==> src/ssp_map.vh <==
`ifndef SSP_MAP_VH
`define SSP_MAP_VH
// Frame layout
`define SSP_INSTR_BITS 6'd8
`define SSP_ARG2_BITS 7'd16
`define SSP_ARG4_BITS 7'd32
`define SSP_ARG8_BITS 7'd64
// Instruction codes
`define SSP_CMD_READ_ACC 8'h50
`define SSP_CMD_READ_TEMP 8'h54
`define SSP_CMD_ADV_4 8'h58
`define SSP_CMD_ADV_8 8'h78
`define SSP_CMD_ADV_2 8'h7C
// Power states and calibration length
`define SSP_ST_OFF 2'h0
`define SSP_ST_CALIB 2'h1
`define SSP_ST_RUN 2'h2
`define SSP_CALIB_CYCLES 8'h10
`endif

==> src/ssp_sync.v <==
`timescale 1ns/1ps
module ssp_sync #(
   parameter W = 4
) (
   // Clock and reset
   input wire mclk,
   input wire rst_n,
   // Asynchronous in, synchronous out
   input wire [W-1:0] async_in,
   output reg [W-1:0] sync_out
);
   reg [W-1:0] stage1;
   // First stage feeds only the second
   always @(posedge mclk or negedge rst_n) begin
      if (!rst_n) begin
         stage1 <= {W{1'b0}};
         sync_out <= {W{1'b0}};
      end else begin
         stage1 <= async_in;
         sync_out <= stage1;
      end
   end
endmodule // ssp_sync

==> src/ssp_slave.v <==
// What this block does
// - Serial slave only, clock mode zero: clock idles low, capture on rise.
// - Serial output floats whenever slave select is high.
// - Pulse sample-ready output each time a new sample arrives in the run state.
// - Active-low reset input reloads calibration into working configuration.
// - Self-test output high while running and healthy, low on detected failure or when not running.
// - Block runs only while enable is high.
// - Enable low puts the block into power-down, halting operation.
// - Frame is one instruction byte then two, four or eight argument bytes.
`timescale 1ns/1ps
`include "ssp_map.vh"
module ssp_slave #(
   parameter DATA_W = 24,
   parameter TEMP_W = 14,
   parameter CALIB_W = 32,
   parameter CALIB_DEFAULT = 32'h0000_0000
) (
   // Clock and reset
   input wire mclk,
   input wire rst_n,
   // Serial pins
   input wire sclk,
   input wire mosi,
   input wire ssel_n,
   output reg miso,
   output reg miso_oe,
   // Side-band pins
   input wire enable,
   input wire calib_reload_reset_n,
   output reg sample_ready_pulse,
   output reg selftest_ok_out,
   // Sensor core side
   input wire sample_valid,
   input wire [DATA_W-1:0] sample_data,
   input wire [TEMP_W-1:0] temp_data,
   input wire selftest_fail,
   input wire [CALIB_W-1:0] calib_store,
   // Frame results
   output reg [CALIB_W-1:0] calib_work,
   output reg [7:0] frame_instr,
   output reg [63:0] frame_arg,
   output reg frame_done,
   output reg frame_error
);
   wire [3:0] synced;
   ssp_sync #(.W(4)) u_sync (
      .mclk(mclk),
      .rst_n(rst_n),
      .async_in({sclk, mosi, ssel_n, calib_reload_reset_n}),
      .sync_out(synced)
   );
   wire sclk_s = synced[3];
   wire mosi_s = synced[2];
   wire ssel_n_s = synced[1];
   wire reload_n_s = synced[0];
   reg sclk_d;
   wire sclk_rise = sclk_s & ~sclk_d;
   wire sclk_fall = ~sclk_s & sclk_d;
   reg [1:0] state;
   reg [7:0] calib_cnt;
   wire running = (state == `SSP_ST_RUN);
   // Power state: reload then run, drop to off on enable low
   always @(posedge mclk or negedge rst_n) begin
      if (!rst_n) begin
         state <= `SSP_ST_OFF;
         calib_cnt <= 8'h00;
         calib_work <= CALIB_DEFAULT;
      end else begin
         case (state)
            `SSP_ST_OFF: begin
               if (enable) begin
                  state <= `SSP_ST_CALIB;
                  calib_cnt <= 8'h00;
               end
            end
            `SSP_ST_CALIB: begin
               calib_work <= calib_store;
               calib_cnt <= calib_cnt + 8'h01;
               if (!enable)
                  state <= `SSP_ST_OFF;
               else if (calib_cnt == `SSP_CALIB_CYCLES - 8'h01)
                  state <= `SSP_ST_RUN;
            end
            `SSP_ST_RUN: begin
               if (!enable)
                  state <= `SSP_ST_OFF;
               else if (!reload_n_s) begin
                  state <= `SSP_ST_CALIB;
                  calib_cnt <= 8'h00;
               end
            end
            default: state <= `SSP_ST_OFF;
         endcase
      end
   end
   // Shift engine; the argument length follows the instruction
   reg [6:0] bit_cnt;
   reg [6:0] arg_len;
   reg [7:0] instr_sh;
   reg [63:0] arg_sh;
   reg [63:0] tx_sh;
   reg ready_flag;
   reg [DATA_W-1:0] held_sample;
   reg st_ok;
   function [6:0] len_of;
      input [7:0] ins;
      begin
         case (ins)
            `SSP_CMD_READ_ACC: len_of = `SSP_ARG4_BITS;
            `SSP_CMD_ADV_4: len_of = `SSP_ARG4_BITS;
            `SSP_CMD_ADV_8: len_of = `SSP_ARG8_BITS;
            `SSP_CMD_READ_TEMP: len_of = `SSP_ARG2_BITS;
            `SSP_CMD_ADV_2: len_of = `SSP_ARG2_BITS;
            default: len_of = 7'd0;
         endcase
      end
   endfunction
   wire [7:0] next_instr = {instr_sh[6:0], mosi_s};
   wire [6:0] instr_end = {1'b0, `SSP_INSTR_BITS};
   wire [6:0] total = instr_end + arg_len;
   // Reply words: acceleration with ready and self-test bits, MSB first
   wire [31:0] acc_word = {held_sample, 6'h00, ready_flag, st_ok};
   wire [15:0] temp_word = {2'h0, temp_data};
   always @(posedge mclk or negedge rst_n) begin
      if (!rst_n) begin
         sclk_d <= 1'b0;
         bit_cnt <= 7'h00;
         arg_len <= 7'h00;
         instr_sh <= 8'h00;
         arg_sh <= 64'h0;
         tx_sh <= 64'h0;
         miso <= 1'b0;
         miso_oe <= 1'b0;
         frame_instr <= 8'h00;
         frame_arg <= 64'h0;
         frame_done <= 1'b0;
         frame_error <= 1'b0;
         ready_flag <= 1'b0;
         held_sample <= {DATA_W{1'b0}};
         st_ok <= 1'b0;
         sample_ready_pulse <= 1'b0;
         selftest_ok_out <= 1'b0;
      end else begin
         sclk_d <= sclk_s;
         frame_done <= 1'b0;
         frame_error <= 1'b0;
         sample_ready_pulse <= 1'b0;
         // Output driven only while selected and powered
         miso_oe <= ~ssel_n_s & running;
         st_ok <= running & ~selftest_fail;
         selftest_ok_out <= running & ~selftest_fail;
         if (running && sample_valid) begin
            held_sample <= sample_data;
            sample_ready_pulse <= 1'b1;
         end
         if (ssel_n_s || !running) begin
            // Deselect mid-frame aborts; short frames flag an error
            if (bit_cnt != 7'h00)
               frame_error <= 1'b1;
            bit_cnt <= 7'h00;
            arg_len <= 7'h00;
            miso <= 1'b0;
         end else if (sclk_rise) begin
            bit_cnt <= bit_cnt + 7'h01;
            if (bit_cnt < instr_end) begin
               instr_sh <= next_instr;
               if (bit_cnt == instr_end - 7'h01) begin
                  arg_len <= len_of(next_instr);
                  arg_sh <= 64'h0;
                  if (next_instr == `SSP_CMD_READ_ACC) begin
                     tx_sh <= {acc_word, 32'h0};
                     ready_flag <= 1'b0;
                  end else if (next_instr == `SSP_CMD_READ_TEMP)
                     tx_sh <= {temp_word, 48'h0};
                  else
                     tx_sh <= 64'h0;
                  if (len_of(next_instr) == 7'd0) begin
                     frame_error <= 1'b1;
                     bit_cnt <= 7'h00;
                  end
               end
            end else begin
               arg_sh <= {arg_sh[62:0], mosi_s};
               if (bit_cnt == total - 7'h01) begin
                  frame_instr <= instr_sh;
                  frame_arg <= {arg_sh[62:0], mosi_s};
                  frame_done <= 1'b1;
                  bit_cnt <= 7'h00;
               end
            end
         end else if (sclk_fall && bit_cnt >= instr_end) begin
            // Drive the next reply bit after the falling edge
            miso <= tx_sh[63];
            tx_sh <= {tx_sh[62:0], 1'b0};
         end
         // New sample wins over a clear in the same cycle
         if (running && sample_valid)
            ready_flag <= 1'b1;
      end
   end
endmodule // ssp_slave

==> config.mk <==
export PLATFORM = sky130hd
export DESIGN_NAME = ssp_slave
export DESIGN_NICKNAME = d
export VERILOG_FILES = /design/src/ssp_sync.v /design/src/ssp_slave.v
export VERILOG_INCLUDE_DIRS = /design/src /design/src/src
export SDC_FILE = /design/constraint.sdc
export NUM_CORES = 1
export LEC_CHECK = 0
export BUFFER_PORTS_ARGS = -buffer_cell sky130_fd_sc_hd__buf_2
export CORE_MARGIN = 10
export CORE_UTILIZATION = 56
export CTS_CLUSTER_SIZE = 28
export DETAILED_ROUTE_END_ITERATION = 7
export GPL_TIMING_DRIVEN = 0
export PLACE_DENSITY = 0.89
export SYNTH_ARGS = -nofsm -noshare
export SYNTH_HDL_FRONTEND = slang
export SYNTH_HIERARCHICAL = 1
export SYNTH_SLANG_ARGS = --single-unit
==> constraint.sdc <==
create_clock -name mclk -period 2.87 [get_ports mclk]
set_clock_uncertainty 0.2 [all_clocks]
set_input_delay 0.287 -clock mclk [delete_from_list [all_inputs] [get_ports mclk]]
set_output_delay 0.287 -clock mclk [all_outputs]
set_load 0.005 [all_outputs]
-- Yosys cells after proc, flatten, opt, wreduce, memory -nomap -nowiden
Index checks and enable logic that the tools add are counted.
- register bits after elaboration: 303
- input port bits: 79
- output and inout bits: 110
- logic and storage cells: 135
- add/sub/neg operators: 4
- $lt $le $gt $ge: 2
- eq/ne operators: 20
- mux-type cells: 50
- bitwise gates (word level): 10
- reduce and logical (&&, ||, !) cells: 28
- operator list (kind ; count):
    2-to-1 mux 64 bit ; 5
    2-to-1 mux 63 bit ; 2
    2-to-1 mux 7 bit ; 11
    2-to-1 mux 62 bit ; 1
    == test 8 x 7 -> 1 bit (second input constant) ; 5
    2-to-1 mux 8 bit ; 3
    one-hot mux 8 bit (3 select lines) ; 1
    one-hot mux 7 bit (3 select lines) ; 1
    2-to-1 mux 1 bit ; 20
    nonzero test 2 bit ; 9
    AND reduction 3 bit ; 4
    AND reduction 4 bit ; 3
    2-to-1 mux 2 bit ; 5
    inequality test 2 x 1 -> 1 bit (second input constant) ; 5
    adder 8 x 1 -> 8 bit (second input constant) ; 1
    == test 8 x 4 -> 1 bit (second input constant) ; 1
    adder 4 x 7 -> 7 bit (first input constant) ; 1
    adder 7 x 1 -> 7 bit (second input constant) ; 1
    == test 7 x 3 -> 1 bit (second input constant) ; 1
    == test 7 bit ; 1
    >= comparator 7 x 4 -> 1 bit (second input constant) ; 1
    logical NOT 7 bit ; 1
    less-than comparator 7 x 4 -> 1 bit (second input constant) ; 1
    nonzero test 7 bit ; 1
    other kinds (16) ; 29

-- Logic depth before layout (Yosys ltp)
Gate-level depths: netlist (run 1).
- depth after elaboration: 13
- mapped depth: 8
- depth with buffers taken out: 5

-- Cells and area by module
Netlist (run 1), hierarchy kept.
- by module, submodules not included (module ; times used ; cells each ; area each (µm²) ; sequential area each (µm²)):
    ssp_slave ; 1 ; 818 ; 10585.2 ; 6481.2
    ssp_sync ; 1 ; 8 ; 200.2 ; 200.2

-- Worst setup path before layout (run 1)
OpenSTA, ideal clock, no wires.
- path kind: register -> register
- from: register bit_cnt[5]
- to: register tx_sh[54]
- library setup time: 0.128 ns
- arrival time: 2.007 ns
- data required time: 2.542 ns
- path slack: 0.536 ns
- cell stages (with the launch flop): 6
- buffers on the path: 1
- clock period less this slack: 2.334 ns
- cell sequence: dfrtp_1 > nor4_2 > nand3_1 > a21oi_2 > buf_4 > mux2_1
- longest elaborated chain between the ends: 4
- elaborated cells between the ends (all ways): 8
- those cells by class: 2 x order compare; 3 x eq/ne; 3 x reduce/logical
- RTL lines (what ; RTL line ; RTL):
    start, declared ; ssp_slave.v:97 ; reg [6:0] bit_cnt;
    start signal, assigned ; ssp_slave.v:164 ; bit_cnt <= bit_cnt + 7'h01;
    >= comparator 7 x 4 -> 1 bit ; ssp_slave.v:191 ; end else if (sclk_fall && bit_cnt >= instr_end) begin
    logical AND 1 bit ; ssp_slave.v:191 ;
    nonzero test 2 bit (no source line) ; - ;
    AND reduction 4 bit (no source line) * ; - ;
    end signal, assigned ; ssp_slave.v:171 ; tx_sh <= {acc_word, 32'h0};
    end signal, assigned ; ssp_slave.v:174 ; tx_sh <= {temp_word, 48'h0};
    end signal, assigned ; ssp_slave.v:194 ; tx_sh <= {tx_sh[62:0], 1'b0};
    end, declared ; ssp_slave.v:101 ; reg [63:0] tx_sh;
Mark *: on every way between the ends. The rest lies on a longest branch, timed or not.
A chain may end at the register's enable or synchronous reset.

-- Final worst setup path (run 1)
- from: register instr_sh[4]
- to: register tx_sh[41]
- longest elaborated chain between the ends: 5
- RTL lines (what ; RTL line ; RTL):
    start, declared ; ssp_slave.v:99 ; reg [7:0] instr_sh;
    start signal, assigned ; ssp_slave.v:166 ; instr_sh <= next_instr;
    == test 8 x 7 -> 1 bit ; - ;
    2-to-1 mux 64 bit ; ssp_slave.v:170 ; if (next_instr == `SSP_CMD_READ_ACC) begin
    2-to-1 mux 64 bit ; ssp_slave.v:167 ; if (bit_cnt == instr_end - 7'h01) begin
    2-to-1 mux 64 bit ; ssp_slave.v:165 ; if (bit_cnt < instr_end) begin
    2-to-1 mux 64 bit ; ssp_slave.v:163 ; end else if (sclk_rise) begin
No other way between the ends. The select of a mux whose other input is x is not followed.

==> flow_summary.yaml, run 1 <==
sta:
  worst_pin_slew_ns: 0.7639
  hold_ws_ns: 0.02558
  rsz0062_at_grt: "false"
  maxSlewHeadroom: 0.4776
  period_share: 0.9439
  drv_slew: 0
  setup_violations: 0
  max_freq_ghz: 0.3691
  tns_ns: 0
  hold_viol: 0
  layout_min_cycle_time_ns: 2.709
synthesis:
  avgSynthCellArea_um2: 13.06
  synth_ff_type: "dfrtp_1"
  synthCells: 826
  synthArstFlopShare: 1.000
  syn_nets: 908
  synth-edff-count: 0
  synth.distinct_cells: 51
  syn_area_mm2: 0.01079
  ys_seq_area_frac: 0.6195
  ys_ff_latch: 267
  ys_warn_count: 6
status:
  status: "complete, no violations"
setup_path:
  r2r_slack_ns: 0.16
  arrival_ns: 2.97
  endpoint_kind: "flip-flop"
  timing.rr.end: "tx_sh[41]"
  worst_path_max_delay_cell: "or4b_1"
  path_delay_family: "simple AND/OR/NAND/NOR gates"
  path_class: "reg -> reg"
  r2r_start: "instr_sh[4]"
  crit_buf_inv: 1
  worst_r2r_path_depth: 5
  path_cells: "or4b_1 -> nor4_1 -> clkbuf_1 -> a22o_1 -> mux2_1"
  path_max_fanout: 10
  cp.required_ns: 3.14
  critical_path.max_stage_delay_ns: 0.58
  worstSetupStartpointType: "flip-flop"
min_path:
  hold_class: "in -> reg"
  hold_depth: 4
  min_from: "temp_data[3]"
  min_to: "tx_sh[51]"
floorplanning:
  core-area_mm2: 0.01883
  placementRows: 50
  dieArea_mm2: 0.02521
  die_h_um: 158.8
  io_pins: 189
  start_util: 0.5728
  die_w_um: 158.8
routing:
  drc: 0
  wl_per_cell_um: 18.95
  drtIter0Drc: 358
  vias_per_cell: 5.428
  antenna_left: 0
  dr.pass1.iters: 5
  vias: 7566
  wl_um: 26410
layout:
  area_delta_synth_final_pct: 28.03
  drive_gt1_frac: 0.3156
  fillers: 1183
  final_area_mm2: 0.01381
  nNetsFinal: 1191
clocking:
  clk_pin_slew_ns: 0.06
  cts_tree: "yes"
  clock_sinks: 267
  htreeDepth: 1
  cts_setup_buffers: 0
  worstSkewPairLatency_ns: 0.54
  cts_buffers: 28
  cts_max_path_buffers: 3
  clockRootBuffer: "clkbuf_16"
power_and_ir_drop:
  ir_drop_v: 0.0005266
  power_mw: 8.454
  p_leak_nw: 7.389
  power_density_mw_per_mm2: 612.2
placed_design:
  gp_congestion: 0.8178
  dp_hpwl_um: 17010
  port-buffer-count: 188
  place_area_mm2: 0.01212
grt:
  antenna_found_initial: 3
  grt_first_pass_wirelength_um: 43680
  grt.total_usage: 0.2041
  grt_max_degree: 115
  grt_pass1_vias: 8117
  grt-ovfl-total: 0
run:
  cap_violations: 0
## how the worst max path moves through the flow
| stage | startpoint | end | cells after the start |
|---|---|---|---|
| after floorplan | bit_cnt[5] | tx_sh[54] | 5 |
| after global placement | rst_n | calib_work[26] | 1 |
| after detailed placement | bit_cnt[5] | arg_sh[49] | 4 |
| after CTS | bit_cnt[5] | tx_sh[57] | 5 |
| after global routing | instr_sh[4] | tx_sh[41] | 5 |
| final | instr_sh[4] | tx_sh[41] | 5 |
## cells in the final DEF (no fill, tap or decap), types with 3 or more instances in the layout
cell	n
mux2_1	25
o22ai_1	3
nor2b_1	4
xnor2_1	3
diode_2	3
or3_1	7
a22o_1	95
dfrtp_1	267
bufinv_16	5
clkbuf_8	7
xor2_1	5
nand3_1	12
clkbuf_16	28
a21oi_1	6
nor2_1	8
clkbuf_1	39
mux2_2	25
clkinv_2	7
nor4_1	3
nand3b_1	3
ha_1	3
o21ai_0	9
nand2_1	185
inv_2	3
buf_6	8
and2_1	3
inv_1	3
buf_2	188
mux2_4	69
dlygate4sd3_1	63
## power breakdown
part	total, mW	internal (mW)	switching, mW
registers	3.97	3.89	0.0839
logic	0.552	0.244	0.309
clock network	3.93	2.42	1.51
## timing repair
| item | in CTS | in global routing |
|---|---|---|
| endpoints found under the setup margin | 0 | 76 |
| hold buffers | 63 | 0 |
| resized for setup | 0 | 5 |
| endpoints found under the hold margin | 141 | 0 |
## state kept, by name, indices dropped and copies added, names as in the netlist, 7 cells and up
signal,count
frame_arg,64
arg_sh,63
calib_work,32
tx_sh,32
held_sample,24
calib_cnt,8
frame_instr,8
instr_sh,8
bit_cnt,7
## logic make-up after synthesis
logic type,synth area share
buf+inv,0.02552
compound gates,0.09617
flops,0.6195
xor+xnor,0.006497
fa+ha+maj,0.003481
mux,0.1501
simple gates,0.09872
## per-layer routing
layer	wire length, um	part of all wire	track usage	vias to the layer above
met3	1570	0.059	0.04699	46
met5	0	0	0	-
met2	13410	0.51	0.3515	243
li1	-	-	-	3473
met1	10840	0.41	0.2527	3804
met4	587	0.022	0.05442	0
## final cells by class
class / instances / area, um^2 / share of cell area
repair buffers: 253 / 1637 / 0.1185
plain buffers: 49 / 252.7 / 0.01830
inverters: 6 / 22.52 / 0.001631
flip-flops and latches: 267 / 6681 / 0.4839
diodes: 3 / 7.507 / 0.0005437
multi-input cells: 504 / 3856 / 0.2793
clock buffers: 36 / 800.8 / 0.05799
clock inverters: 16 / 225.2 / 0.01631
well taps: 260 / 325.3 / 0.02356
## Yosys cell counts (5+ instances only)
master	number	area, um^2
nand2_1	185	694.4
a21oi_1	6	30.03
xor2_1	5	43.79
nor2_1	9	33.78
dfrtp_1	267	6681
mux2_4	69	1036
nand3_1	12	60.06
or3_1	7	43.79
mux2_1	25	281.5
clkbuf_1	38	142.6
mux2_2	25	281.5
a22o_1	95	832.1
buf_6	8	90.09
o21ai_0	9	45.04
## metrics by stage
stage	instances	worst slack [ns]	utilization
2_1_floorplan	826	0.5356	-
3_3_place_gp	1274	-3.228	0.6400
3_5_place_dp	1276	0.09716	0.6435
4_1_cts	1391	0.05532	0.7314
5_1_grt	1394	0.03160	0.7333
6_report	1394	0.1610	0.7333
## tightest hold or removal path, delay by kind of cell
family	cells	cell delay, ns
mux	2	0.25
compound gates	1	0.11
buf+inv	1	0.07
No activity file was read; power rests on OpenSTA's default activity.
==> run 2, diff against run 1 <==
--- a/config.mk
+++ b/config.mk
@@ -12,7 +12,7 @@
 export CTS_CLUSTER_SIZE = 28
 export DETAILED_ROUTE_END_ITERATION = 7
 export GPL_TIMING_DRIVEN = 0
-export PLACE_DENSITY = 0.89
+export PLACE_DENSITY = 0.8
 export SYNTH_ARGS = -nofsm -noshare
 export SYNTH_HDL_FRONTEND = slang
 export SYNTH_HIERARCHICAL = 1
==> run 2 against run 1 <==
Effect of this change: first-iteration DRC count is 0.56% higher; utilization fell by 0.61 points; clock power fell by 9.9%; maximum frequency down 0.11%; critical path type unchanged; largest cell class unchanged.
==> flow_summary.yaml, run 2 (synthesis gave the netlist of run 1 again) <==
layout:
  top_register: "frame_arg"
  area_delta_synth_final_pct: 26.96
  largestRegisters: "frame_arg x64, arg_sh x63"
  layout_common_cells: "267 x dfrtp_1, 188 x buf_2, 185 x nand2_1"
  finalNonFillerCells: 1391
  final_common_cell: "dfrtp_1"
  drive_gt1_frac: 0.3082
  largest_reg_flops: 64
  nNetsFinal: 1192
  final_core_util: 0.7272
power_and_ir_drop:
  power_density_mw_per_mm2: 589.4
  power_mw: 8.071
  ir_drop_v: 0.0004837
  p_leak_nw: 7.342
setup_path:
  timing.rr.end: "arg_sh[29]"
  critical_path.max_stage_delay_ns: 0.71
  r2r_start: "bit_cnt[5]"
  path_cells: "or4_1 -> o21ai_1 -> clkbuf_1 -> a22o_1"
  worstSetupStartpointType: "flip-flop"
  worst_r2r_path_depth: 4
  r2r_slack_ns: 0.16
  arrival_ns: 2.96
  cp.required_ns: 3.12
  path_class: "reg -> reg"
  endpoint_kind: "flip-flop"
  worst_path_max_delay_cell: "o21ai_1"
  path_max_fanout: 10
routing:
  drtIter0Drc: 360
  dr.pass1.iters: 4
  vias_per_cell: 5.303
  wl_per_cell_um: 17.67
  drc: 0
  vias: 7376
  wl_um: 24580
  antenna_left: 0
floorplanning:
  start_util: 0.5728
  die_h_um: 158.8
  io_pins: 189
  die_w_um: 158.8
  core-area_mm2: 0.01883
  dieArea_mm2: 0.02521
  placementRows: 50
clocking:
  cts_tree: "yes"
  cts_buffers: 27
  clockRootBuffer: "clkbuf_16"
  worstSkewPairLatency_ns: 0.51
  htreeDepth: 1
  clock_sinks: 267
  cts_setup_buffers: 0
  cts_max_path_buffers: 3
  clk_pin_slew_ns: 0.06
grt:
  grt.total_usage: 0.1917
  met3_usage: 0.04622
  antenna_found_initial: 2
  busiest_layer: "met2"
  met2_usage: 0.3180
  grt-ovfl-total: 0
  grt_max_degree: 124
  grt_first_pass_wirelength_um: 41270
  grt_pass1_vias: 7954
  grtUsageMet1: 0.2474
sta:
  hold_ws_ns: 0.04646
  layout_min_cycle_time_ns: 2.712
  fin_ws_ns: 0.1579
  setup_violations: 0
  hold_viol: 0
  max_freq_ghz: 0.3687
  maxSlewHeadroom: 0.4254
  worst_pin_slew_ns: 0.8562
  drv_slew: 0
  rsz0062_at_grt: "true"
  period_share: 0.9450
run:
  cap_violations: 0
min_path:
  hold_depth: 4
  hold_class: "in -> reg"
  min_from: "temp_data[4]"
  min_to: "tx_sh[52]"
placed_design:
  gp_congestion: 0.8265
  dpl_worst_slack_ns: 0.1137
  dp_hpwl_um: 15820
  port-buffer-count: 188
  dp_cells: 1276
status:
  status: "complete, no violations"
-- run 2: changes by cell type in the layout (fill, tap and decap cells not counted), sizes merged --
cell | before | now
bufinv | 5 | 2
clkinvlp | 2 | 0
inv | 6 | 7
clkbuf | 74 | 77
dlygate4sd3 | 63 | 65
diode | 3 | 2
clkinv | 9 | 6
-- run 2: repair_timing --
action                                 4_1_cts  5_1_grt
hold buffers                                65        0
resized for setup                            0        1
setup endpoints to repair                    0       38
endpoints found under the hold margin      207        0
-- run 2: cell type report --
class	count	area [um^2]
Timing Repair Buffer	255	1657
Clock buffer	39	810.8
Clock inverter	9	102.6
Sequential cell	267	6681
Multi-Input combinational cell	504	3836
Fill cell	1233	5137
Tap cell	260	325.3
Buffer	49	252.7
Inverter	6	22.52
Antenna cell	2	5.005
-- run 2: layer usage --
metal	part of all wire	up-vias
li1	-	3488
met4	0.022	0
met1	0.43	3653
met5	0	-
met2	0.49	194
met3	0.053	41
-- run 2: worst max path at each step --
stage	start	end	slack (ns)
floorplan	bit_cnt[5]	tx_sh[54]	0.54
global placement	rst_n	calib_work[25]	-3.31
detailed placement	bit_cnt[5]	tx_sh[55]	0.11
CTS	bit_cnt[5]	tx_sh[58]	0.07
global route	state[1]	arg_sh[22]	-0.04
finish	bit_cnt[5]	arg_sh[29]	0.16
-- run 2: report_power, final --
part           total, mW  leakage [nW]  internal, mW  switching (mW)
clock               3.54         0.457          2.14            1.41
sequential          3.97          3.64          3.89          0.0827
combinational      0.555          3.24         0.246           0.309
-- run 2: critical path, delay by kind of cell, from the launching register on --
kind	cells	cell delay [ns]
AOI/OAI and AO/OA	2	0.92
buffers and inverters	1	0.43
DFF	1	0.46
and+or+nand+nor	1	0.63
-- run 2: per-stage QoR --
step                      cell area (um^2)  TNS, ns
after floorplan                      10790        0
after global placement               12050  -880.29
after detailed placement             12120        0
after CTS                            13680        0
after global routing                 13690  -0.5380
final                                13690        0
==> run 3, diff against run 2 <==
--- a/config.mk
+++ b/config.mk
@@ -6,6 +6,7 @@
 export SDC_FILE = /design/constraint.sdc
 export NUM_CORES = 1
 export LEC_CHECK = 0
+export ABC_AREA = 1
 export BUFFER_PORTS_ARGS = -buffer_cell sky130_fd_sc_hd__buf_2
 export CORE_MARGIN = 10
 export CORE_UTILIZATION = 56
==> run 3 against run 2 <==
Effect of this change: worst hold slack gained 0.025 ns; sequential power grew 13%; flip-flop and latch count is the same; largest power group unchanged.
==> flow_summary.yaml, run 3 <==
status:
  status: "complete, no violations"
clocking:
  htreeDepth: 1
  clk_pin_slew_ns: 0.07
  cts_buffers: 28
  clock_sinks: 267
  cts_resized: 0
  cts_max_path_buffers: 3
  clockRootBuffer: "clkbuf_16"
  worstSkewPairLatency_ns: 0.53
  cts_tree: "yes"
routing:
  vias: 9658
  dr.pass1.iters: 7
  wl_um: 29100
  drc: 0
  vias_per_cell: 5.165
  drtIter0Drc: 667
  wl_per_cell_um: 15.56
  antenna_left: 0
sta:
  hold_viol: 0
  worst_pin_slew_ns: 0.5410
  max_freq_ghz: 0.4576
  hold_ws_ns: 0.07108
  layout_min_cycle_time_ns: 2.185
  rsz0062_at_grt: "false"
  period_share: 0.7614
  setup_violations: 0
  maxSlewHeadroom: 0.6393
  drv_slew: 0
floorplanning:
  die_h_um: 160.2
  start_util: 0.5677
  placementRows: 51
  io_pins: 189
  core-area_mm2: 0.01940
  die_w_um: 160.2
  dieArea_mm2: 0.02568
synthesis:
  yosysTopAreaCell: "dfrtp_1"
  ys_warn_count: 6
  avgSynthCellArea_um2: 8.611
  synthArstFlopShare: 1.000
  synthTopCellsByCount: "637 x nand2_1, 267 x dfrtp_1, 127 x nand3_1"
  synthCells: 1279
  ys_ff_latch: 267
  syn_area_mm2: 0.01101
  synth-edff-count: 0
  syn_nets: 1361
  synth_top_area_share: 0.6067
  synth.distinct_cells: 30
  synthTopCellsByArea: "dfrtp_1 61%, nand2_1 22%, nand3_1 5.8%, o21ai_0 2.3%, inv_1 1.6%"
  synth_ff_type: "dfrtp_1"
  yosys.cell_count.top_type: "nand2_1"
  ys_seq_area_frac: 0.6067
layout:
  area_delta_synth_final_pct: 28.57
  largestRegisters: "frame_arg x64, arg_sh x63"
  largest_reg_flops: 64
  final_core_util: 0.7299
  nNetsFinal: 1663
  top_register: "frame_arg"
  layout_common_cells: "637 x nand2_1, 267 x dfrtp_1, 202 x buf_2"
  drive_gt1_frac: 0.1878
  final_common_cell: "nand2_1"
  finalNonFillerCells: 1870
  final_area_mm2: 0.01416
placed_design:
  place_area_mm2: 0.01235
  dp_hpwl_um: 18250
  port-buffer-count: 188
  dp_cells: 1734
  gp_congestion: 0.8328
grt:
  grt_first_pass_wirelength_um: 49020
  grt_max_degree: 104
  grt_pass1_vias: 9903
  antenna_found_initial: 1
  grt.total_usage: 0.2261
  grt-ovfl-total: 0
setup_path:
  path_class: "reg -> reg"
  arrival_ns: 2.46
  cp.required_ns: 3.15
  path_max_fanout: 10
  worstSetupStartpointType: "flip-flop"
  endpoint_kind: "flip-flop"
power_and_ir_drop:
  power_density_mw_per_mm2: 685.7
  p_leak_nw: 7.721
  ir_drop_v: 0.0006092
run:
  cap_violations: 0
min_path:
  hold_class: "in -> async"
## run 3: changes by cell type after synthesis, moves of 41 or more
cell     change
inv_1       +45
mux2_4      -69
nand2_1    +452
nand3_1    +115
o21ai_0     +41
a22o_1      -95
## run 3: metrics by stage
step | total power [mW] | setup slack (ns) | setup TNS, ns
finish | 9.710 | 0.6848 | 0
global route | 10.13 | 0.5771 | 0
CTS | 9.628 | 0.7769 | 0
detailed placement | 5.709 | 0.7941 | 0
global placement | 5.647 | -3.436 | -909.26
floorplan | 5.104 | 1.147 | 0
## run 3: worst max-delay path, stage by stage (launching register included)
cell      delay (ns)
dfrtp_1         0.41
inv_1           0.14
nand2_1         0.07
nor2_1          0.39
clkbuf_1        0.48
nand3_1         0.16
nand3_1         0.13
nand3_1         0.09
nand2_1         0.07
## run 3: cells by family (layout without fill, tap and decap cells)
logic type	Yosys count	after routing	synth area share
xor gates and xnor gates	8	8	0.006362
and+or+nand+nor	820	820	0.3017
DFF	267	267	0.6067
other	0	2	0
adders and majority gates	3	3	0.003409
AOI/OAI and AO/OA	63	63	0.03090
buffers and inverters	118	442	0.05090
## run 3: cell type report
| type | count | area (um^2) |
|---|---|---|
| Fill cell | 1399 | 5239 |
| Antenna cell | 2 | 5.005 |
| Clock buffer | 41 | 850.8 |
| Clock inverter | 11 | 132.6 |
| Multi-Input combinational cell | 894 | 3771 |
| Timing Repair Buffer | 272 | 1827 |
| Tap cell | 265 | 331.6 |
| Buffer | 62 | 349.1 |
| Inverter | 56 | 211.5 |
| Sequential cell | 267 | 6681 |
## run 3: repair_timing
item,CTS,global route
hold endpoints to repair,199,0
buffers inserted,0,0
hold buffers,82,0
## run 3: worst paths after layout
path	start	end	slack (ns)	cells after the start
worst max-delay path	instr_sh[2]	tx_sh[61]	0.68	8
worst min-delay path	rst_n	frame_arg[40]	0.07	2
worst max register to register	instr_sh[2]	tx_sh[61]	0.68	8
worst min register to register	u_sync/stage1[1]	u_sync/sync_out[1]	0.15	0
max in group asynchronous	rst_n	held_sample[16]	1.08	4
min in group mclk	u_sync/stage1[1]	u_sync/sync_out[1]	0.15	0
## run 3: per-layer routing
metal | vias to the layer above | GRT usage | share of wire
li1 | 4604 | - | -
met1 | 4592 | 0.2846 | 0.41
met3 | 62 | 0.06427 | 0.090
met5 | - | 0 | 0
met4 | 0 | 0.07346 | 0.029
met2 | 400 | 0.3692 | 0.47
## run 3: power by group
part / switching [mW] / internal, mW / leakage (nW) / total (mW)
clock: 1.49 / 2.32 / 0.490 / 3.81
sequential: 0.280 / 4.20 / 3.54 / 4.48
combinational: 0.854 / 0.571 / 3.70 / 1.42
